<file path="src/design/mcx_params.svh">
`ifndef MCX_PARAMS_SVH
`define MCX_PARAMS_SVH

`define MCX_PC_W        11
`define MCX_IW          16
`define MCX_DW          8
`define MCX_PH_W        2
`define MCX_PH_STEP     2'h1
`define MCX_PH_FETCH    2'h1
`define MCX_PH_READ     2'h2
`define MCX_PH_EXEC     2'h3
`define MCX_CLK_PER_IC  4
`define MCX_OP_HI       15
`define MCX_OP_LO       11
`define MCX_BIT_HI      10
`define MCX_BIT_LO      8
`define MCX_ROT_HI      10
`define MCX_ROT_LO      9
`define MCX_TGT_HI      10
`define MCX_F_IMM       9
`define MCX_F_MEM       8
`define MCX_M_HI        7
`define MCX_PC_LOW_ADDR 8'h02
`define MCX_PC_INC      11'h001
`define MCX_PC_INC2     11'h002
`define MCX_BIT_ONE     8'h01
`define MCX_WAKE_SYNC   3

`endif

</file>
<file path="src/design/mcx_pkg.sv">
`include "mcx_params.svh"
package mcx_pkg;

  typedef enum logic [4:0] {
    OP_NOP      = 5'h00,
    OP_XFER_AM  = 5'h01,
    OP_XFER_MA  = 5'h02,
    OP_XFER_AX  = 5'h03,
    OP_ADD      = 5'h04,
    OP_ADC      = 5'h05,
    OP_SUB      = 5'h06,
    OP_SBC      = 5'h07,
    OP_AND      = 5'h0a,
    OP_OR       = 5'h0b,
    OP_XOR      = 5'h0c,
    OP_COMPL    = 5'h0d,
    OP_INC      = 5'h0e,
    OP_DEC      = 5'h0f,
    OP_ROT      = 5'h10,
    OP_CLRB     = 5'h11,
    OP_SETB     = 5'h12,
    OP_SZ       = 5'h13,
    OP_SZA      = 5'h14,
    OP_SZB      = 5'h15,
    OP_SNZB     = 5'h16,
    OP_SIZ      = 5'h17,
    OP_SDZ      = 5'h18,
    OP_JUMP     = 5'h19,
    OP_CALL     = 5'h1a,
    OP_SUB_EXIT = 5'h1b,
    OP_INT_EXIT = 5'h1c,
    OP_TABRD    = 5'h1d,
    OP_HALT     = 5'h1e,
    OP_CLRWDT   = 5'h1f
  } mcx_op_t;

  typedef enum logic [3:0] {
    ALU_PASS   = 4'h0,
    ALU_ADD    = 4'h1,
    ALU_SUB    = 4'h2,
    ALU_AND    = 4'h3,
    ALU_OR     = 4'h4,
    ALU_XOR    = 4'h5,
    ALU_COMPL  = 4'h6,
    ALU_INC    = 4'h7,
    ALU_DEC    = 4'h8,
    ALU_ROT_R  = 4'h9,
    ALU_ROT_L  = 4'ha,
    ALU_ROT_RC = 4'hb,
    ALU_ROT_LC = 4'hc
  } mcx_alu_op_t;

  typedef struct packed {
    mcx_alu_op_t         op;
    logic [`MCX_DW-1:0]  a;
    logic [`MCX_DW-1:0]  b;
    logic                cin;
  } mcx_alu_in_t;

  typedef struct packed {
    logic [`MCX_DW-1:0]  y;
    logic                c;
    logic                z;
    logic                upd_c;
    logic                upd_z;
  } mcx_alu_out_t;

  typedef struct packed {
    logic [`MCX_DW-1:0]  addr;
    logic [`MCX_DW-1:0]  wdata;
    logic                we;
  } mcx_dm_req_t;

endpackage

</file>
<file path="src/design/mcx_alu.sv">
`timescale 1ns/1ps
`include "mcx_params.svh"
module mcx_alu
  import mcx_pkg::*;
(
  input  wire mcx_alu_in_t  i_in,
  output      mcx_alu_out_t o_out
);

  logic [`MCX_DW:0] sum;

  always_comb
  begin
    sum   = '0;
    o_out = '0;
    case (i_in.op)
      ALU_ADD:
      begin
        sum = {1'b0, i_in.a} + {1'b0, i_in.b}
            + {{`MCX_DW{1'b0}}, i_in.cin};
        o_out.c     = sum[`MCX_DW];
        o_out.upd_c = 1'b1;
      end
      ALU_SUB:
      begin
        sum = {1'b0, i_in.a} - {1'b0, i_in.b}
            - {{`MCX_DW{1'b0}}, i_in.cin};
        // carry low marks a borrow
        o_out.c     = ~sum[`MCX_DW];
        o_out.upd_c = 1'b1;
      end
      ALU_AND:   sum[`MCX_DW-1:0] = i_in.a & i_in.b;
      ALU_OR:    sum[`MCX_DW-1:0] = i_in.a | i_in.b;
      ALU_XOR:   sum[`MCX_DW-1:0] = i_in.a ^ i_in.b;
      ALU_COMPL: sum[`MCX_DW-1:0] = ~i_in.a;
      ALU_INC:   sum[`MCX_DW-1:0] = i_in.a + `MCX_BIT_ONE;
      ALU_DEC:   sum[`MCX_DW-1:0] = i_in.a - `MCX_BIT_ONE;
      ALU_ROT_R: sum[`MCX_DW-1:0] = {i_in.a[0], i_in.a[`MCX_DW-1:1]};
      ALU_ROT_L: sum[`MCX_DW-1:0] = {i_in.a[`MCX_DW-2:0], i_in.a[`MCX_DW-1]};
      ALU_ROT_RC:
      begin
        sum[`MCX_DW-1:0] = {i_in.cin, i_in.a[`MCX_DW-1:1]};
        o_out.c     = i_in.a[0];
        o_out.upd_c = 1'b1;
      end
      ALU_ROT_LC:
      begin
        sum[`MCX_DW-1:0] = {i_in.a[`MCX_DW-2:0], i_in.cin};
        o_out.c     = i_in.a[`MCX_DW-1];
        o_out.upd_c = 1'b1;
      end
      default:   sum[`MCX_DW-1:0] = i_in.a;
    endcase
    o_out.y     = sum[`MCX_DW-1:0];
    o_out.z     = ~|sum[`MCX_DW-1:0];
    o_out.upd_z = !(i_in.op inside {ALU_PASS, ALU_ROT_R, ALU_ROT_L,
                                    ALU_ROT_RC, ALU_ROT_LC});
  end

endmodule

</file>
<file path="src/design/mcx_core.sv">
`timescale 1ns/1ps
`include "mcx_params.svh"
// Notes on behaviour
// - most instructions finish in one instruction cycle
// - jump, call, both returns and table read take two cycles
// - one instruction cycle is exactly four system clocks
// - writing the program counter low byte costs one extra cycle
// - a taken skip costs one extra cycle, untaken skip costs none
// - moves: memory to acc, acc to memory, immediate to acc
// - add carries above 255, subtract flags borrow below zero
// - increment and decrement change by one, result to memory or acc
// - logic results set zero flag when zero, clear it otherwise
// - two-operand arithmetic and logic take the accumulator as one operand; complement, inc, dec and rotate use memory
// - rotates shift one bit; through-carry forms swap bit and carry
// - jump loads the target without saving a return address
// - call saves the next address; return resumes there
// - skips test a memory byte or one bit of it
// - bit set and clear change only the chosen bit
// - table read fetches program memory data into data memory
// - power-down and watchdog control instructions exist
// - interrupt exit sets global interrupt enable; plain exit leaves it
// - only the program counter goes onto the return stack
module mcx_core
  import mcx_pkg::*;
#(
  parameter int STACK_D = 8
) (
  input  wire logic                 I_SYS_CLK,
  input  wire logic                 I_ARST_N,
  input  wire logic [`MCX_IW-1:0]   I_PM_DATA,
  input  wire logic [`MCX_DW-1:0]   I_DM_RDATA,
  input  wire logic                 I_WAKE,
  output      logic [`MCX_PC_W-1:0] O_PM_ADDR,
  output      mcx_dm_req_t          O_DM,
  output      logic [`MCX_DW-1:0]   O_ACC,
  output      logic [`MCX_DW-1:0]   O_TBLH,
  output      logic                 O_ZERO,
  output      logic                 O_CARRY,
  output      logic                 O_GIE,
  output      logic                 O_PDOWN,
  output      logic                 O_WDT_CLR,
  output      logic                 O_ICYC
);

  localparam int SP_W = (STACK_D > 1) ? $clog2(STACK_D) : 1;

  if (STACK_D < 2 || (STACK_D & (STACK_D - 1)) != 0)
  begin : g_bad_depth
    $error("STACK_D must be a power of two, at least 2");
  end

  typedef struct packed {
    logic [`MCX_PH_W-1:0]              ph;
    logic [`MCX_PC_W-1:0]              pc;
    logic [`MCX_PC_W-1:0]              pma;
    logic [`MCX_IW-1:0]                ir;
    logic [`MCX_IW-1:0]                tw;
    logic [`MCX_DW-1:0]                md;
    logic [`MCX_DW-1:0]                acc;
    logic [`MCX_DW-1:0]                tblh;
    logic [`MCX_DW-1:0]                dwd;
    logic                              dwe;
    logic                              z;
    logic                              c;
    logic                              gie;
    logic                              stall;
    logic                              tab;
    logic                              pd;
    logic                              wdt;
    logic [`MCX_WAKE_SYNC-1:0]         wk;
    logic [SP_W-1:0]                   sp;
    logic [STACK_D-1:0][`MCX_PC_W-1:0] stk;
  } mcx_core_st_t;

  mcx_core_st_t         s_q;
  mcx_core_st_t         s_d;
  mcx_op_t              op;
  mcx_alu_in_t          ain;
  mcx_alu_out_t         aout;
  logic [`MCX_DW-1:0]   imm;
  logic [`MCX_DW-1:0]   bit_mask;
  logic [`MCX_DW-1:0]   wr_v;
  logic [`MCX_PC_W-1:0] pc_inc;
  logic [`MCX_PC_W-1:0] top_ret;
  logic [`MCX_PC_W-1:0] tab_addr;
  logic [SP_W-1:0]      sp_dec;
  logic                 wr_en;
  logic                 skip;
  logic                 to_mem;
  logic                 imm_sel;
  logic                 wake_hi;
  logic                 ex;

  function automatic logic uses_alu(input mcx_op_t f_op);
    uses_alu = f_op inside {OP_ADD, OP_ADC, OP_SUB, OP_SBC, OP_AND, OP_OR,
                            OP_XOR, OP_COMPL, OP_INC, OP_DEC, OP_ROT,
                            OP_SIZ, OP_SDZ};
  endfunction

  function automatic logic is_skip(input mcx_op_t f_op);
    is_skip = f_op inside {OP_SZ, OP_SZA, OP_SZB, OP_SNZB, OP_SIZ, OP_SDZ};
  endfunction

  function automatic mcx_alu_op_t rot_op(input logic [1:0] kind);
    case (kind)
      2'h0:    rot_op = ALU_ROT_R;
      2'h1:    rot_op = ALU_ROT_L;
      2'h2:    rot_op = ALU_ROT_RC;
      default: rot_op = ALU_ROT_LC;
    endcase
  endfunction

  assign op       = mcx_op_t'(s_q.ir[`MCX_OP_HI:`MCX_OP_LO]);
  assign imm      = s_q.ir[`MCX_M_HI:0];
  assign imm_sel  = s_q.ir[`MCX_F_IMM];
  // rotates take no immediate: their kind field overlaps the immediate flag
  assign to_mem   = s_q.ir[`MCX_F_MEM] & (~imm_sel | op == OP_ROT);
  assign bit_mask = `MCX_BIT_ONE << s_q.ir[`MCX_BIT_HI:`MCX_BIT_LO];
  assign pc_inc   = s_q.pc + `MCX_PC_INC;
  assign sp_dec   = s_q.sp - 1'b1;
  assign top_ret  = s_q.stk[sp_dec];
  assign tab_addr = {s_q.pc[`MCX_PC_W-1:`MCX_DW], s_q.acc};
  assign wake_hi  = s_q.wk[1] & s_q.wk[2];
  assign ex       = !s_q.pd && s_q.ph == `MCX_PH_EXEC && !s_q.stall;

  // operand selection: accumulator is one side of two-operand ops; complement, inc, dec, rotate take memory
  always_comb
  begin
    ain     = '0;
    ain.a   = s_q.acc;
    ain.b   = imm_sel ? imm : s_q.md;
    ain.op  = ALU_PASS;
    case (op)
      OP_ADD:  ain.op = ALU_ADD;
      OP_SUB:  ain.op = ALU_SUB;
      OP_ADC:
      begin
        ain.op  = ALU_ADD;
        ain.cin = s_q.c;
      end
      OP_SBC:
      begin
        ain.op  = ALU_SUB;
        ain.cin = ~s_q.c;
      end
      OP_AND:  ain.op = ALU_AND;
      OP_OR:   ain.op = ALU_OR;
      OP_XOR:  ain.op = ALU_XOR;
      OP_COMPL:
      begin
        ain.op = ALU_COMPL;
        ain.a  = s_q.md;
      end
      OP_INC, OP_SIZ:
      begin
        ain.op = ALU_INC;
        ain.a  = s_q.md;
      end
      OP_DEC, OP_SDZ:
      begin
        ain.op = ALU_DEC;
        ain.a  = s_q.md;
      end
      OP_ROT:
      begin
        ain.op  = rot_op(s_q.ir[`MCX_ROT_HI:`MCX_ROT_LO]);
        ain.a   = s_q.md;
        ain.cin = s_q.c;
      end
      default: ain.op = ALU_PASS;
    endcase
  end

  mcx_alu u_alu (
    .i_in  (ain),
    .o_out (aout)
  );

  always_comb
  begin
    s_d    = s_q;
    wr_en  = 1'b0;
    wr_v   = '0;
    skip   = 1'b0;
    s_d.dwe = 1'b0;
    s_d.wdt = 1'b0;
    s_d.wk  = {s_q.wk[1:0], I_WAKE};
    if (s_q.pd)
    begin
      if (wake_hi)
        s_d.pd = 1'b0;
    end
    else
    begin
      s_d.ph = s_q.ph + `MCX_PH_STEP;
      case (s_q.ph)
        `MCX_PH_FETCH:
        begin
          // second cycles keep the instruction; fetch feeds tables only
          if (!s_q.stall)
            s_d.ir = I_PM_DATA;
          else
            s_d.tw = I_PM_DATA;
        end
        `MCX_PH_READ:
          s_d.md = I_DM_RDATA;
        `MCX_PH_EXEC:
        begin
          s_d.pc = pc_inc;
          if (s_q.stall)
          begin
            s_d.pc    = s_q.pc;
            s_d.stall = 1'b0;
            s_d.tab   = 1'b0;
            if (s_q.tab)
            begin
              wr_en    = 1'b1;
              wr_v     = s_q.tw[`MCX_DW-1:0];
              s_d.tblh = s_q.tw[`MCX_IW-1:`MCX_DW];
            end
          end
          else
          begin
            case (op)
              OP_XFER_AM: s_d.acc = s_q.md;
              OP_XFER_AX: s_d.acc = imm;
              OP_XFER_MA:
              begin
                wr_en = 1'b1;
                wr_v  = s_q.acc;
              end
              OP_CLRB:
              begin
                wr_en = 1'b1;
                wr_v  = s_q.md & ~bit_mask;
              end
              OP_SETB:
              begin
                wr_en = 1'b1;
                wr_v  = s_q.md | bit_mask;
              end
              OP_SZ:   skip = ~|s_q.md;
              OP_SZA:
              begin
                s_d.acc = s_q.md;
                skip    = ~|s_q.md;
              end
              OP_SZB:  skip = ~|(s_q.md & bit_mask);
              OP_SNZB: skip = |(s_q.md & bit_mask);
              OP_SIZ, OP_SDZ: skip = aout.z;
              OP_JUMP:
              begin
                s_d.pc    = s_q.ir[`MCX_TGT_HI:0];
                s_d.stall = 1'b1;
              end
              OP_CALL:
              begin
                s_d.stk[s_q.sp] = pc_inc;
                s_d.sp          = s_q.sp + 1'b1;
                s_d.pc          = s_q.ir[`MCX_TGT_HI:0];
                s_d.stall       = 1'b1;
              end
              OP_SUB_EXIT:
              begin
                s_d.pc    = top_ret;
                s_d.sp    = sp_dec;
                s_d.stall = 1'b1;
              end
              OP_INT_EXIT:
              begin
                s_d.pc    = top_ret;
                s_d.sp    = sp_dec;
                s_d.gie   = 1'b1;
                s_d.stall = 1'b1;
              end
              OP_TABRD:
              begin
                s_d.tab   = 1'b1;
                s_d.stall = 1'b1;
              end
              OP_HALT:   s_d.pd  = 1'b1;
              OP_CLRWDT: s_d.wdt = 1'b1;
              default: ;
            endcase
            if (uses_alu(op))
            begin
              if (to_mem)
              begin
                wr_en = 1'b1;
                wr_v  = aout.y;
              end
              else
                s_d.acc = aout.y;
              if (aout.upd_z && !is_skip(op))
                s_d.z = aout.z;
              if (aout.upd_c)
                s_d.c = aout.c;
            end
            if (skip)
            begin
              s_d.pc    = s_q.pc + `MCX_PC_INC2;
              s_d.stall = 1'b1;
            end
          end
          if (wr_en)
          begin
            // writes to the low pc byte redirect flow instead
            if (imm == `MCX_PC_LOW_ADDR)
            begin
              s_d.pc[`MCX_DW-1:0] = wr_v;
              s_d.stall           = 1'b1;
            end
            else
            begin
              s_d.dwe = 1'b1;
              s_d.dwd = wr_v;
            end
          end
          s_d.pma = s_d.tab ? tab_addr : s_d.pc;
        end
        default: ;
      endcase
    end
  end

  always_ff @(posedge I_SYS_CLK or negedge I_ARST_N)
  begin
    if (!I_ARST_N)
      s_q <= '0;
    else
      s_q <= s_d;
  end

  assign O_PM_ADDR   = s_q.pma;
  assign O_DM.addr   = imm;
  assign O_DM.wdata  = s_q.dwd;
  assign O_DM.we     = s_q.dwe;
  assign O_ACC       = s_q.acc;
  assign O_TBLH      = s_q.tblh;
  assign O_ZERO      = s_q.z;
  assign O_CARRY     = s_q.c;
  assign O_GIE       = s_q.gie;
  assign O_PDOWN     = s_q.pd;
  assign O_WDT_CLR   = s_q.wdt;
  assign O_ICYC      = !s_q.pd && s_q.ph == `MCX_PH_EXEC;

  // checks
  logic [`MCX_DW:0]   chk_sum;
  logic [`MCX_DW-1:0] chk_rlc;
  assign chk_sum = {1'b0, s_q.acc} + {1'b0, (imm_sel ? imm : s_q.md)};
  assign chk_rlc = {s_q.md[`MCX_DW-2:0], s_q.c};
endmodule

</file>
<file path="config.mk">
export PLATFORM = sky130hd
export DESIGN_NAME = mcx_core
export DESIGN_NICKNAME = d
export VERILOG_FILES = /design/src/design/mcx_pkg.sv /design/src/design/mcx_alu.sv /design/src/design/mcx_core.sv
export VERILOG_INCLUDE_DIRS = /design/src /design/src/design
export SDC_FILE = /design/constraint.sdc
export NUM_CORES = 1
export LEC_CHECK = 0
export BUFFER_PORTS_ARGS = -buffer_cell sky130_fd_sc_hd__buf_2
export CAP_MARGIN = 20
export CORE_MARGIN = 2
export CORE_UTILIZATION = 35
export DETAILED_ROUTE_END_ITERATION = 10
export GPL_TIMING_DRIVEN = 0
export PLACE_DENSITY = 0.6
export SLEW_MARGIN = 15
export SYNTH_ARGS = -nofsm -noshare
export SYNTH_HDL_FRONTEND = slang
export SYNTH_SLANG_ARGS = --single-unit
export TNS_END_PERCENT = 1
</file>
<file path="constraint.sdc">
create_clock -name I_SYS_CLK -period 10.3 [get_ports I_SYS_CLK]
set_input_delay 0.515 -clock I_SYS_CLK [delete_from_list [all_inputs] [get_ports I_SYS_CLK]]
set_output_delay 0.515 -clock I_SYS_CLK [all_outputs]
set_load 0.01 [all_outputs]
</file>
==> After elaboration in Yosys (flattened, before gate mapping) <==
Index checks and enable logic that the tools add are counted.
{ "word_totals": {"regBits": 190, "input_bits": 27, "output_inout_bits": 50, "wordCells": 212} }
{ "classes": {"add_sub_neg": 11, "order_cmp": 3, "n_eq_ne": 47, "shifts": 1, "mux": 62, "n_bitwise": 17, "n_reduce_logical": 44} }
{ "op_table": {"columns": ["cell", "n"], "rows": [
  ["case mux 8 bit (12 select lines)", 1],
  ["bitwise mux 88 bit", 1],
  ["2-to-1 mux 8 bit", 11],
  ["== test 5 bit, second input constant", 16],
  ["2-to-1 mux 11 bit", 5],
  ["case mux 4 bit (9 select lines)", 1],
  ["binary-select mux 11 bit (select 3 bit)", 1],
  ["demux 11 bit (select 3 bit)", 1],
  ["== test 5 x 4 -> 1 bit, second input constant", 6],
  ["2-to-1 mux 1 bit", 26],
  ["AND 8 bit", 3],
  ["case mux 8 bit (3 select lines)", 1],
  ["OR reduction 8 bit", 3],
  ["case mux 11 bit (2 select lines)", 1],
  ["== test 4 bit, second input constant", 5],
  ["== test 5 x 3 -> 1 bit, second input constant", 4],
  ["AND reduction 4 bit", 5],
  ["OR reduction 2 bit", 10],
  ["== test 4 x 3 -> 1 bit, second input constant", 4],
  ["NOT 8 bit", 2],
  ["bitwise OR 8 bit", 2],
  ["case mux 8 bit (2 select lines)", 1],
  ["nonzero test 13 bit", 1],
  ["adder 11 x 1 -> 11 bit, second input constant", 1],
  ["45 further kinds", 73]
]} }

==> Longest topological paths before layout <==
Gate-level depths: netlist (run 1).
{ "logic_depth": {"depth_word": 20, "ltp_mapped": 23, "ltp_nobuf": 19} }

==> Cells and area by module <==
From an unflattened synthesis (run 1), not the netlist that was laid out.
{ "hier_totals": {"hier_cells": 1366, "area_unflattened_um2": 12604.6} }
{ "by_module_without_submodules": {"columns": ["module", "n_inst", "cells_per_inst", "area_per_inst_um2", "seq_area_each_um2"], "rows": [
  ["mcx_core", 1, 1040, 10446.3, 4754.6],
  ["mcx_alu", 1, 326, 2158.3, 0.0]
]} }

==> Worst setup path after synthesis (run 1) <==
No wires, ideal clock.
{ "synth_path": {"kind": "register -> register", "start": "reg s_q (netlist bit op[1])", "end": "reg s_q (netlist bit O_PM_ADDR[5])", "setup_time_ps": 95, "arrival_time_ps": 5345, "slack_ps": 4860, "path_stages_with_launch": 22, "path_buffers": 4, "cell_sequence": "dfrtp_1 buf_6 or4b_1 buf_2 nand2_1 o22a_1 inv_1 fa_1 fa_1 a21o_1 a221oi_1 xnor2_1 o21ai_0 a211oi_2 a31oi_1 or3_1 or4_1 buf_2 o21a_1 buf_6 mux2_4 o31ai_1"} }
{ "synth_between": {"elab_chain_cells": 17, "word_cells_on_any_way": 91} }
{ "synth_rtl": {"columns": ["element", "line_no", "text"], "rows": [
  ["start, declared", "mcx_core.sv:75", "mcx_core_st_t s_q;"],
  ["start signal, assigned", "mcx_core.sv:329", "s_q <= '0;"],
  ["start signal, assigned", "mcx_core.sv:331", "s_q <= s_d;"],
  ["== test 5 bit (tied with other cells)", "mcx_core.sv:95, mcx_core.sv:117, mcx_core.sv:133", null],
  ["OR reduction 6 bit (no source line)", null, null],
  ["2-to-1 mux 8 bit", "mcx_core.sv:133", "case (op)"],
  ["subtractor 8 x 8 -> 9 bit / adder 8 x 8 -> 9 bit (equally long branches)", "mcx_alu.sv:26, mcx_alu.sv:19", null],
  ["subtractor 9 x 1 -> 9 bit / adder 9 x 1 -> 9 bit (equally long branches)", "mcx_alu.sv:26, mcx_alu.sv:19", null],
  ["case mux 8 bit (12 select lines)", "mcx_alu.sv:16", "case (i_in.op)"],
  ["OR reduction 8 bit", "mcx_alu.sv:55", "o_out.z = ~|sum[`MCX_DW-1:0];"],
  ["logical NOT 1 bit", "mcx_alu.sv:55", null],
  ["case mux 1 bit (4 select lines)", "mcx_core.sv:224", "case (op)"],
  ["2-to-1 mux 1 bit", "mcx_core.sv:210", "if (s_q.stall)"],
  ["2-to-1 mux 1 bit", "mcx_core.sv:196", "case (s_q.ph)"],
  ["2-to-1 mux 1 bit", "mcx_core.sv:188", "if (s_q.pd)"],
  ["2-to-1 mux 11 bit", "mcx_core.sv:299", "if (skip)"],
  ["2-to-1 mux 11 bit", "mcx_core.sv:210", null],
  ["2-to-1 mux 8 bit", "mcx_core.sv:308", "if (imm == `MCX_PC_LOW_ADDR)"],
  ["2-to-1 mux 8 bit", "mcx_core.sv:305", "if (wr_en)"],
  ["2-to-1 mux 11 bit *", "mcx_core.sv:319", "s_d.pma = s_d.tab ? tab_addr : s_d.pc;"]
]} }
Mark *: on every way between the ends. The rest lies on a longest branch, timed or not. The select of a mux whose other input is x is not followed.
A chain may end at the register's enable or synchronous reset.

==> Worst setup path after layout (run 1) <==
{ "layout_path": {"start": "reg s_q (netlist bit op[2])", "end": "reg s_q[183] (netlist bit)"} }
{ "layout_between": {"elab_chain_cells": 16, "word_cells_on_any_way": 85} }
{ "layout_rtl": {"columns": ["element", "line_no"], "rows": [
  ["== test 5 bit (tied with other cells)", "mcx_core.sv:95, mcx_core.sv:117, mcx_core.sv:133"],
  ["OR reduction 6 bit (no source line)", null],
  ["2-to-1 mux 8 bit", "mcx_core.sv:133"],
  ["subtractor 8 x 8 -> 9 bit / adder 8 x 8 -> 9 bit (equally long branches)", "mcx_alu.sv:26, mcx_alu.sv:19"],
  ["subtractor 9 x 1 -> 9 bit / adder 9 x 1 -> 9 bit (equally long branches)", "mcx_alu.sv:26, mcx_alu.sv:19"],
  ["case mux 8 bit (12 select lines)", "mcx_alu.sv:16"],
  ["OR reduction 8 bit", "mcx_alu.sv:55"],
  ["logical NOT 1 bit", "mcx_alu.sv:55"],
  ["case mux 1 bit (4 select lines)", "mcx_core.sv:224"],
  ["2-to-1 mux 1 bit", "mcx_core.sv:210"],
  ["2-to-1 mux 1 bit", "mcx_core.sv:196"],
  ["2-to-1 mux 1 bit", "mcx_core.sv:188"],
  ["2-to-1 mux 11 bit", "mcx_core.sv:299"],
  ["2-to-1 mux 11 bit", "mcx_core.sv:210"],
  ["2-to-1 mux 8 bit", "mcx_core.sv:308"],
  ["2-to-1 mux 8 bit *", "mcx_core.sv:305"]
]} }
Marks and branches as above.

==> results_dict.tcl, run 1 <==
set metrics [dict create \
    fin_tns_setup_ns 0 \
    initial_utilization_pct 35.63 \
    pre_cts_slack_ns 3.769 \
    io_buffers 76 \
    leading_cell_type_in_the_layout_fill_and_taps_excluded "sky130_fd_sc_hd__dfrtp_1" \
    final_cell_mix "190 x sky130_fd_sc_hd__dfrtp_1, 157 x sky130_fd_sc_hd__nand2_1, 119 x sky130_fd_sc_hd__o21ai_0" \
    areaGrowthSynthToFinish_pct 12.96 \
    synth_async_reset_ratio_pct 100.0 \
    net_load_switching_power_mw 2.595 \
    insertion_delay_ns 0.44 \
    rsz0062_at_grt "false" \
    grt_first_pass_wirelength_mm 60.83 \
    clock_tree.root_cell "sky130_fd_sc_hd__clkbuf_16" \
    grt-ovfl-total 0 \
    syn-cell-area_um2 12340 \
    die-area_um2 36770 \
    ys_top_cells_by_area "sky130_fd_sc_hd__dfrtp_1 39%, sky130_fd_sc_hd__mux2_2 5.4%, sky130_fd_sc_hd__o21ai_0 4.8%" \
    cts_htree_levels 4 \
    powerDensity_nw_per_um2 369.5 \
    finalNetCount 1522 \
    grt_start_max_net_pins 98 \
    ir_drop_mv 0.1953 \
    relSlewSlack_pct 31.80 \
    route.detailed.drc 0 \
    period_needed_ns 6.713 \
    drive_gt1_share_pct 18.99 \
    final-instance-count-excl-fill 1914 \
    slowest_stage "sky130_fd_sc_hd__fa_1" \
    ctsHoldBuffers 0 \
    drt_iter0_markers 921 \
    num_vias 10579 \
    setup_slack_after_layout_ns 3.587 \
    synth_cells 1349 \
    hp-class "in2async" \
    synth_enable_flop_cells 0 \
    global_route.usage.total_pct 21.67 \
    worst-endpoint-arrival_ns 7.00 \
    detailed_place_hpwl_mm 29.34 \
    critical_path_buf_inv_count 5 \
    dp_area_um2 13330 \
    leakagePower_nw 6.067 \
    maxcap_viol_count 0 \
    synthesis.yosys.warnings 0 \
    die_width_um 191.8 \
    switching_share_pct 50.38 \
    post_drt_wl_per_cell_um 20.24 \
    final-max-slew-violation-count 0 \
    initial_drt_pass_iterations 5 \
    dieHeight_um 191.8 \
    clock_sinks 190 \
    critical_path.endpoint_type "flop" \
    timing.critical_path.max_delay_family "compound AO/OA/AOI/OAI gates" \
    synth.ff_latch_count 190 \
    critical_path_required_ns 10.59 \
    p_int_mw 2.555 \
    row_count 68 \
    synth_flop_cell "sky130_fd_sc_hd__dfrtp_1" \
    placeableCoreArea_um2 34630 \
    numPlacedInstances 1881 \
    stdcell_area_um2 13940 \
    final.fill_count 3490 \
    timing.critical_path.fanout_max 10 \
    tritoncts "built" \
    cts_post_setup_buffers_inserted 0 \
    cts-buffers-inserted 17 \
    synthDominantAreaCellType "sky130_fd_sc_hd__dfrtp_1" \
    synth_sequential_area_ratio_pct 38.54 \
    synth_area_per_cell_um2 9.146 \
    n_antenna_cell 0 \
    drt_via_density 5.527 \
    power.clock.fraction_pct 13.0 \
    cts.repair.resized 0 \
    synthesis.nets 1425 \
    place.gp.congestion 0.9303 \
    drt_wirelength_mm 38.74 \
    grt_antenna_before_repair 0 \
    final-setup-viol-count 0 \
    vias_in_the_first_global_route 10310 \
    cpPeakStageDelay_ns 0.55 \
    ant_nets 0 \
    final_hold_viol_count 0 \
    outcome "finished clean" \
    share_comb_of_total_power_pct 62.8 \
    clk_transition_reported_paths_ns 0.08 \
    fmaxAchievable_ghz 0.1490 \
    report.power.total_mw 5.150 \
    worst_clock_skew_ns 0.01380 \
    fin_crit_sh_pct 65.18 \
    power.sequential.fraction_pct 24.1 \
    startpoint_type "flop" \
    synth.distinct_cells 85 \
    timing.setup.critical_path_class "reg2reg" \
    timing.critical_path.cells "buf_2 > clkinv_1 > a31oi_4 > o22a_1 > inv_1 > fa_1 > fa_1 > a21o_1 > a221oi_1 > xnor2_1 > o21ai_0 > a211oi_2 > a31oi_1 > or3_1 > or4_1 > buf_2 > o21a_1 > buf_6 > o311ai_1 > a21oi_1" \
    worstMarginPinSlew_ns 1.023 \
    top_level_ports 77 \
    cts.path.max_buffers 2 \
    synth_top_cell_area_share_pct 38.54 \
]
## power by group through the flow
stage          Clock (mW)  Sequential, mW  Combinational [mW]
5_1_grt             0.715            1.26                3.56
6_report            0.671            1.24                3.24
3_5_place_dp            0            1.25                3.17
4_1_cts             0.687            1.23                3.18
3_3_place_gp            0            1.24                3.13
2_1_floorplan           0            1.11                2.34
## flip-flops by register name (all words and copies together), names as in the netlist
signal,flops
O_CARRY,1
O_PDOWN,1
chk_rlc,7
imm_sel,1
O_GIE,1
O_TBLH,8
O_ZERO,1
O_WDT_CLR,1
O_ACC,8
s_q,126
op,5
O_PM_ADDR,11
O_DM,17
s_d,2
## final timing paths
kind,start,endpoint,slack (ns),cells after the start
max reg2reg,op[2]$_DFFE_PN0P_,s_q[183]$_DFFE_PN0P_,3.59,20
min,I_ARST_N,s_q[76]$_DFFE_PN0P_,0.08,1
max in group asynchronous,I_ARST_N,O_ACC[4]$_DFFE_PN0P_,9.31,2
max,op[2]$_DFFE_PN0P_,s_q[183]$_DFFE_PN0P_,3.59,20
min in group I_SYS_CLK,I_WAKE,s_d[92]$_DFF_PN0_,0.19,1
min reg2reg,s_d[92]$_DFF_PN0_,s_d[93]$_DFF_PN0_,0.36,0
## through the flow
| stage | utilization [%] | hold slack (ns) |
|---|---|---|
| global placement | 38.37 | 0.3354 |
| floorplan | - | 0.2194 |
| global route | 40.25 | 0.1341 |
| CTS | 40.23 | 0.1074 |
| detailed placement | 38.50 | 0.3471 |
| finish | 40.25 | 0.07904 |
## routing by layer
layer | wire (um) | vias to the layer above | global-route usage [%] | share of wire [%]
li1 | - | 4992 | - | -
met1 | 18220 | 5127 | 31.11 | 47
met2 | 16620 | 384 | 32.21 | 43
met3 | 2512 | 76 | 4.148 | 6.5
met4 | 1384 | 0 | 8.166 | 3.6
met5 | 0 | - | 0 | 0
## cells in the mapped netlist, drive strengths merged (5+ instances only)
library cell and count:
dfrtp 190, nand2 157, o21ai 127, a21oi 102, nor2 102, buf 63, clkbuf 63, mux2 62
inv 46, ha 44, nand3 33, mux2i 23, mux4 22, and3 17, nor3 17, xor2 17
a211oi 16, nand3b 16, o211ai 16, a31oi 15, nand2b 15, xnor2 14, a22oi 13, nor2b 12
or3 10, a21o 9, a221oi 9, nand4 8, o31ai 8, nor4 7, or2 7, and2 5
fa 5, o22a 5, o22ai 5
## cells by family (layout without fill, tap and decap cells)
family                   count (synthesis)  after routing  share of synthesized area, %
XOR/XNOR                                31             31                         2.201
AND/OR/NAND/NOR                        424            424                         16.33
multiplexers                           107            107                         11.66
buffers and inverters                  176            286                         7.018
AO/OA/AOI/OAI                          372            372                         18.98
flip-flops                             190            190                         38.54
adder cells (fa/ha/maj)                 49             49                         5.273
## layout make-up
cell class | count | area (um^2) | area share, %
multi-input combinational | 983 | 6724 | 48.24
sequential | 190 | 4755 | 34.11
buffer | 126 | 671.9 | 4.821
tap | 455 | 569.3 | 4.085
clock buffer | 18 | 439.2 | 3.151
timing repair buffer | 78 | 422.9 | 3.034
inverter | 50 | 193.9 | 1.392
clock inverter | 14 | 161.4 | 1.158
(Power assumes the default switching activity.)
==> run 2: changes to the inputs <==
- PLACE_DENSITY: 0.6 -> 0.62
- clock period: 10.3 -> 5.5 ns (I/O delays scaled with it)
==> results_dict.tcl, run 2 (synthesis gave the netlist of run 1 again) <==
set metrics [dict create \
    grt_antenna_before_repair 1 \
    final_hold_viol_count 0 \
    worstMarginPinSlew_ns 1.072 \
    ant_nets 0 \
    hold-path-endpoint "s_q[133]$_DFFE_PN0P_" \
    grt-ovfl-total 0 \
    leakagePower_nw 6.253 \
    final_cell_mix "188 x sky130_fd_sc_hd__dfrtp_1, 155 x sky130_fd_sc_hd__nand2_1, 116 x sky130_fd_sc_hd__o21ai_0" \
    route.detailed.drc 0 \
    detailed_place_hpwl_mm 29.07 \
    powerDensity_nw_per_um2 713.9 \
    timing.setup.critical_path_class "reg2reg" \
    largest_reg_flops 126 \
    cts-buffers-inserted 17 \
    startpoint_type "flop" \
    die_width_um 191.8 \
    maxcap_viol_count 0 \
    final-max-slew-violation-count 0 \
    tritoncts "built" \
    ir_drop_mv 0.3830 \
    initial_utilization_pct 35.63 \
    timing.critical_path.cells "buf_4 > nand3b_1 > and4_4 > o22a_4 > clkinvlp_4 > fa_2 > fa_2 > a21o_1 > a221oi_4 > xnor2_1 > o21ai_1 > a211oi_2 > a31oi_2 > or3_1 > or4_4 > o21a_4 > buf_4 > mux2_4 > o31ai_1" \
    placeableCoreArea_um2 34630 \
    crit-reg2reg-launch "op[0]$_DFFE_PN0P_" \
    hp-class "in2reg" \
    post_drt_wl_per_cell_um 20.31 \
    place.gp.congestion 0.9242 \
    cts.path.max_buffers 2 \
    reg_to_reg_setup_timing_slack_ns 0.1 \
    multi_input_area_um2 6968 \
    grt_start_max_net_pins 102 \
    row_count 68 \
    worst-endpoint-arrival_ns 5.76 \
    critical_path.endpoint_type "flop" \
    finalNetCount 1545 \
    leading_cell_type_in_the_layout_fill_and_taps_excluded "sky130_fd_sc_hd__dfrtp_1" \
    drt_wirelength_mm 39.35 \
    rsz0062_at_grt "true" \
    cts_htree_levels 4 \
    global_route.usage.total_pct 21.85 \
    period_needed_ns 5.400 \
    ff_latch_area_um2 4757 \
    critical_path.startpoint "op[0]$_DFFE_PN0P_" \
    dieHeight_um 191.8 \
    grt_first_pass_wirelength_mm 61.34 \
    fin_crit_sh_pct 98.19 \
    drive_gt1_share_pct 22.87 \
    fin_tns_setup_ns 0 \
    worst_r2r_path_depth 19 \
    setup_slack_after_layout_ns 0.09982 \
    final.fill_count 3432 \
    top_register "s_q" \
    pre_cts_slack_ns -0.9653 \
    initial_drt_pass_iterations 6 \
    areaGrowthSynthToFinish_pct 16.85 \
    clk_transition_reported_paths_ns 0.09 \
    drt_via_density 5.647 \
    timing.critical_path.fanout_max 10 \
    clock_tree.root_cell "sky130_fd_sc_hd__clkbuf_16" \
    outcome "finished clean" \
    die-area_um2 36770 \
    fmaxAchievable_ghz 0.1852 \
    critical_register_to_register_path_endpoint "s_q[182]$_DFFE_PN0P_" \
    num_vias 10938 \
    drt_iter0_markers 1141 \
    io_buffers 76 \
    n_antenna_cell 0 \
    insertion_delay_ns 0.45 \
    top_level_ports 77 \
    clock_sinks 190 \
    slowest_stage "sky130_fd_sc_hd__or4_4" \
    final_core_utilization_pct 41.64 \
    hold_depth 2 \
    cpPeakStageDelay_ns 0.56 \
    worst_clock_skew_ns 0.01758 \
    relSlewSlack_pct 27.97 \
    vias_in_the_first_global_route 10423 \
    final-setup-viol-count 0 \
    worst_hold_path_startpoint "I_DM_RDATA[7]" \
    critical_path_required_ns 5.86 \
]
## run 2: area by class of cell
class / instances / share of cell area, %
Buffer: 122 / 4.626
Tap cell: 455 / 3.949
Sequential cell: 190 / 32.99
Clock inverter: 15 / 1.354
Clock buffer: 17 / 2.951
Timing Repair Buffer: 105 / 4.417
Multi-Input combinational cell: 983 / 48.33
Inverter: 50 / 1.380
## run 2: routing by layer
metal | routed length (um) | vias up | part of all wire, % | GRT usage [%]
met4 | 1115 | 2 | 2.8 | 7.278
met2 | 17820 | 442 | 45 | 34.24
met1 | 17730 | 5360 | 45 | 30.58
li1 | - | 5057 | - | -
met5 | 16 | - | 0.041 | 0
met3 | 2670 | 77 | 6.8 | 3.746
## run 2: through the flow
stage	cell area (um^2)	hold WS (ns)	instances	power [mW]
finish	14420	0.05941	1937	10.29
global route	14420	0.05965	1937	10.99
CTS	14200	0.04156	1928	9.893
detailed placement	13330	0.3394	1881	8.242
global placement	13290	0.3362	1880	8.158
floorplan	12340	-0.02059	1349	6.460
## run 2: what timing repair did
item	4_1_cts	5_1_grt
hold buffers	2	0
gates resized for setup	37	36
pin swaps	13	22
setup endpoints to repair	24	23
setup buffers	13	12
endpoints found under the hold margin	90	0
gates cloned	0	1
## run 2: worst max path at each step
stage	end	slack, ns	depth (start not counted)
6_report	s_q[182]$_DFFE_PN0P_	0.1	19
5_1_grt	s_q[182]$_DFFE_PN0P_	-0.03	19
4_1_cts	s_q[184]$_DFFE_PN0P_	-0.03	21
3_5_place_dp	s_q[179]$_DFFE_PN0P_	-0.97	19
3_3_place_gp	s_q[179]$_DFFE_PN0P_	-0.96	19
2_1_floorplan	O_PM_ADDR[5]$_DFFE_PN0P_	0.06	21
## run 2: report_power, final
| group | switching, mW | total (mW) | internal [mW] |
|---|---|---|---|
| Combinational | 3.93 | 6.64 | 2.71 |
| Sequential | 0.544 | 2.34 | 1.80 |
| Clock | 0.680 | 1.31 | 0.634 |
## run 2: worst max-delay path: cells and delay by family (launching register included)
family | cells | cell delay (ns)
AOI/OAI and AO/OA | 8 | 1.67
and+or+nand+nor | 4 | 1.43
adders and majority gates | 2 | 0.79
buffers and inverters | 3 | 0.54
DFF | 1 | 0.42
muxes | 1 | 0.33
xor gates and xnor gates | 1 | 0.15
==> run 3: changes to the inputs <==
- ABC_AREA: default -> 1
==> results_dict.tcl, run 3 <==
set metrics [dict create \
    synth_simple_gate_area_share_pct 25.47 \
    synth_sequential_area_ratio_pct 38.34 \
    synth_commonest_cells "427 x sky130_fd_sc_hd__nand2_1, 240 x sky130_fd_sc_hd__o21ai_0, 190 x sky130_fd_sc_hd__dfrtp_1" \
    finalNetCount 1866 \
    drt_wirelength_mm 40.52 \
    synth_async_reset_ratio_pct 100.0 \
    critical_path.most_common_cell "sky130_fd_sc_hd__nand2_1" \
    areaGrowthSynthToFinish_pct 13.50 \
    synth-adder-area-share_pct 5.246 \
    rsz0062_at_grt "false" \
    drt_iter0_markers 1166 \
    p_int_mw 4.585 \
    critical_path_required_ns 5.85 \
    global_route.usage.total_pct 22.67 \
    final_hold_viol_count 0 \
    net_load_switching_power_mw 5.368 \
    cts.repair.resized 0 \
    setup_slack_after_layout_ns 0.3556 \
    cts_post_setup_buffers_inserted 0 \
    synth_top_cell_area_share_pct 38.34 \
    cts_htree_levels 4 \
    timing.critical_path.fanout_max 10 \
    startpoint_type "flop" \
    stdcell_area_um2 14080 \
    maxcap_viol_count 0 \
    clock_tree.root_cell "sky130_fd_sc_hd__clkbuf_16" \
    largest_reg_flops 126 \
    synthDominantAreaCellType "sky130_fd_sc_hd__dfrtp_1" \
    critical_path_buf_inv_count 4 \
    ir_drop_mv 0.5971 \
    post-synth-top-count-cell "sky130_fd_sc_hd__nand2_1" \
    n_antenna_cell 0 \
    route.detailed.drc 0 \
    leakagePower_nw 6.964 \
    cpPeakStageDelay_ns 0.51 \
    synth.distinct_cells 52 \
    synth_enable_flop_cells 0 \
    hp-class "in2reg" \
    timing.setup.critical_path_class "reg2reg" \
    cts-buffers-inserted 17 \
    yosys-mux-area-fraction_pct 0.8172 \
    syn-cell-area_um2 12400 \
    post_drt_wl_per_cell_um 17.94 \
    fin_crit_sh_pct 93.53 \
    grt_first_pass_wirelength_mm 64.07 \
    slowest_stage "sky130_fd_sc_hd__fa_1" \
    relSlewSlack_pct 36.57 \
    vias_in_the_first_global_route 11453 \
    compound_cell_area_share_of_the_yosys_netlist_pct 18.18 \
    top_level_ports 77 \
    synth.ff_latch_count 190 \
    hold-worst-slack_ns 0.06784 \
    grt_antenna_before_repair 0 \
    dieHeight_um 192.2 \
    initial_utilization_pct 35.73 \
    placeableCoreArea_um2 34710 \
    leading_cell_type_in_the_layout_fill_and_taps_excluded "sky130_fd_sc_hd__nand2_1" \
    share_comb_of_total_power_pct 65.2 \
    worst_clock_skew_ns 0.01975 \
    pre_cts_slack_ns 0.4450 \
    powerDensity_nw_per_um2 707.1 \
    synthesis.nets 1765 \
    report.power.total_mw 9.953 \
    place.gp.congestion 0.9236 \
    top_register "s_q" \
    ant_nets 0 \
    clk_transition_reported_paths_ns 0.08 \
    synth_flop_cell "sky130_fd_sc_hd__dfrtp_1" \
    synth_area_per_cell_um2 7.343 \
    drt_via_density 5.283 \
    die-area_um2 36960 \
    tritoncts "built" \
    timing.critical_path.max_delay_family "simple AND/OR/NAND/NOR gates" \
    cts.path.max_buffers 2 \
    row_count 68 \
    grt-ovfl-total 0 \
    synthXorXnorAreaFrac_pct 1.342 \
    detailed_place_hpwl_mm 31.02 \
    critical_path.endpoint_type "flop" \
    clock_sinks 190 \
    initial_drt_pass_iterations 7 \
    synth_top_family_by_area "simple AND/OR/NAND/NOR gates" \
    die_width_um 192.2 \
    final_cell_mix "427 x sky130_fd_sc_hd__nand2_1, 240 x sky130_fd_sc_hd__o21ai_0, 190 x sky130_fd_sc_hd__dfrtp_1" \
    worstMarginPinSlew_ns 0.9482 \
    ys_top_cells_by_area "sky130_fd_sc_hd__dfrtp_1 38%, sky130_fd_sc_hd__nand2_1 13%, sky130_fd_sc_hd__o21ai_0 9.7%" \
    io_buffers 76 \
    final-setup-viol-count 0 \
    period_needed_ns 5.144 \
    num_vias 11930 \
    insertion_delay_ns 0.47 \
    synth_cells 1689 \
    outcome "finished clean" \
    final-max-slew-violation-count 0 \
    drive_gt1_share_pct 13.87 \
    fin_tns_setup_ns 0 \
    synthesis.yosys.warnings 0 \
    dp_area_um2 13440 \
    worst-endpoint-arrival_ns 5.50 \
    grt_start_max_net_pins 78 \
    power.sequential.fraction_pct 21.7 \
    power.clock.fraction_pct 13.1 \
    switching_share_pct 53.94 \
    fmaxAchievable_ghz 0.1944 \
]
[run 3: worst paths after layout]
kind	start	depth (start not counted)	endpoint	slack (ns)
min	I_DM_RDATA[4]	3	chk_rlc[5]$_DFFE_PN0P_	0.07
max	imm_sel$_DFFE_PN0P_	25	O_PM_ADDR[5]$_DFFE_PN0P_	0.36
max reg2reg	imm_sel$_DFFE_PN0P_	25	O_PM_ADDR[5]$_DFFE_PN0P_	0.36
max in group asynchronous	I_ARST_N	4	s_q[133]$_DFFE_PN0P_	4.10
min in group asynchronous	I_ARST_N	2	s_q[74]$_DFFE_PN0P_	0.34
min reg2reg	s_d[92]$_DFF_PN0_	0	s_d[93]$_DFF_PN0_	0.35
[run 3: timing repair]
item / CTS / global route
endpoints found under the hold margin: 59 / 0
endpoints found under the setup margin: 0 / 0
hold buffers: 2 / 0
[run 3: kinds of logic (layout without fill, tap and decap cells)]
family | Yosys count | in the layout
AO/OA/AOI/OAI | 391 | 391
XOR/XNOR | 19 | 19
adder cells (fa/ha/maj) | 49 | 49
buffers and inverters | 298 | 412
flip-flops | 190 | 190
multiplexers | 9 | 9
AND/OR/NAND/NOR | 733 | 733
[run 3: tightest hold or removal path, cell delays in order]
cell and delay [ns]:
sky130_fd_sc_hd__buf_2 0.07, sky130_fd_sc_hd__nor2_1 0.03, sky130_fd_sc_hd__a21oi_1 0.10
[run 3: power groups by stage]
stage	clock network (mW)	registers [mW]	logic (mW)
2_1_floorplan	0	2.02	4.60
3_3_place_gp	0	2.17	6.30
3_5_place_dp	0	2.18	6.39
4_1_cts	1.32	2.15	6.43
5_1_grt	1.38	2.21	7.26
6_report	1.30	2.16	6.49
[run 3: layout make-up]
cell class | instances | area, um^2
Sequential cell | 190 | 4755
Buffer | 105 | 590.6
Clock buffer | 18 | 439.2
Tap cell | 455 | 569.3
Clock inverter | 14 | 180.2
Inverter | 193 | 724.4
Timing Repair Buffer | 82 | 480.5
Multi-Input combinational cell | 1201 | 6337
Fill cell | 3659 | 20640
[run 3: metal layers]
metal	up-vias	wire length, um	track usage (%)
met5	-	0	0
met4	0	1216	8.191
met3	70	2454	3.636
met2	424	17950	35.09
met1	5710	18890	31.88
li1	5726	-	-
[run 3: through the flow]
| step | utilization [%] | std cells |
|---|---|---|
| after floorplan | - | 1689 |
| after global placement | 38.46 | 2220 |
| after global routing | 40.55 | 2258 |
| after detailed placement | 38.71 | 2224 |
| final | 40.55 | 2258 |
| after CTS | 40.55 | 2258 |
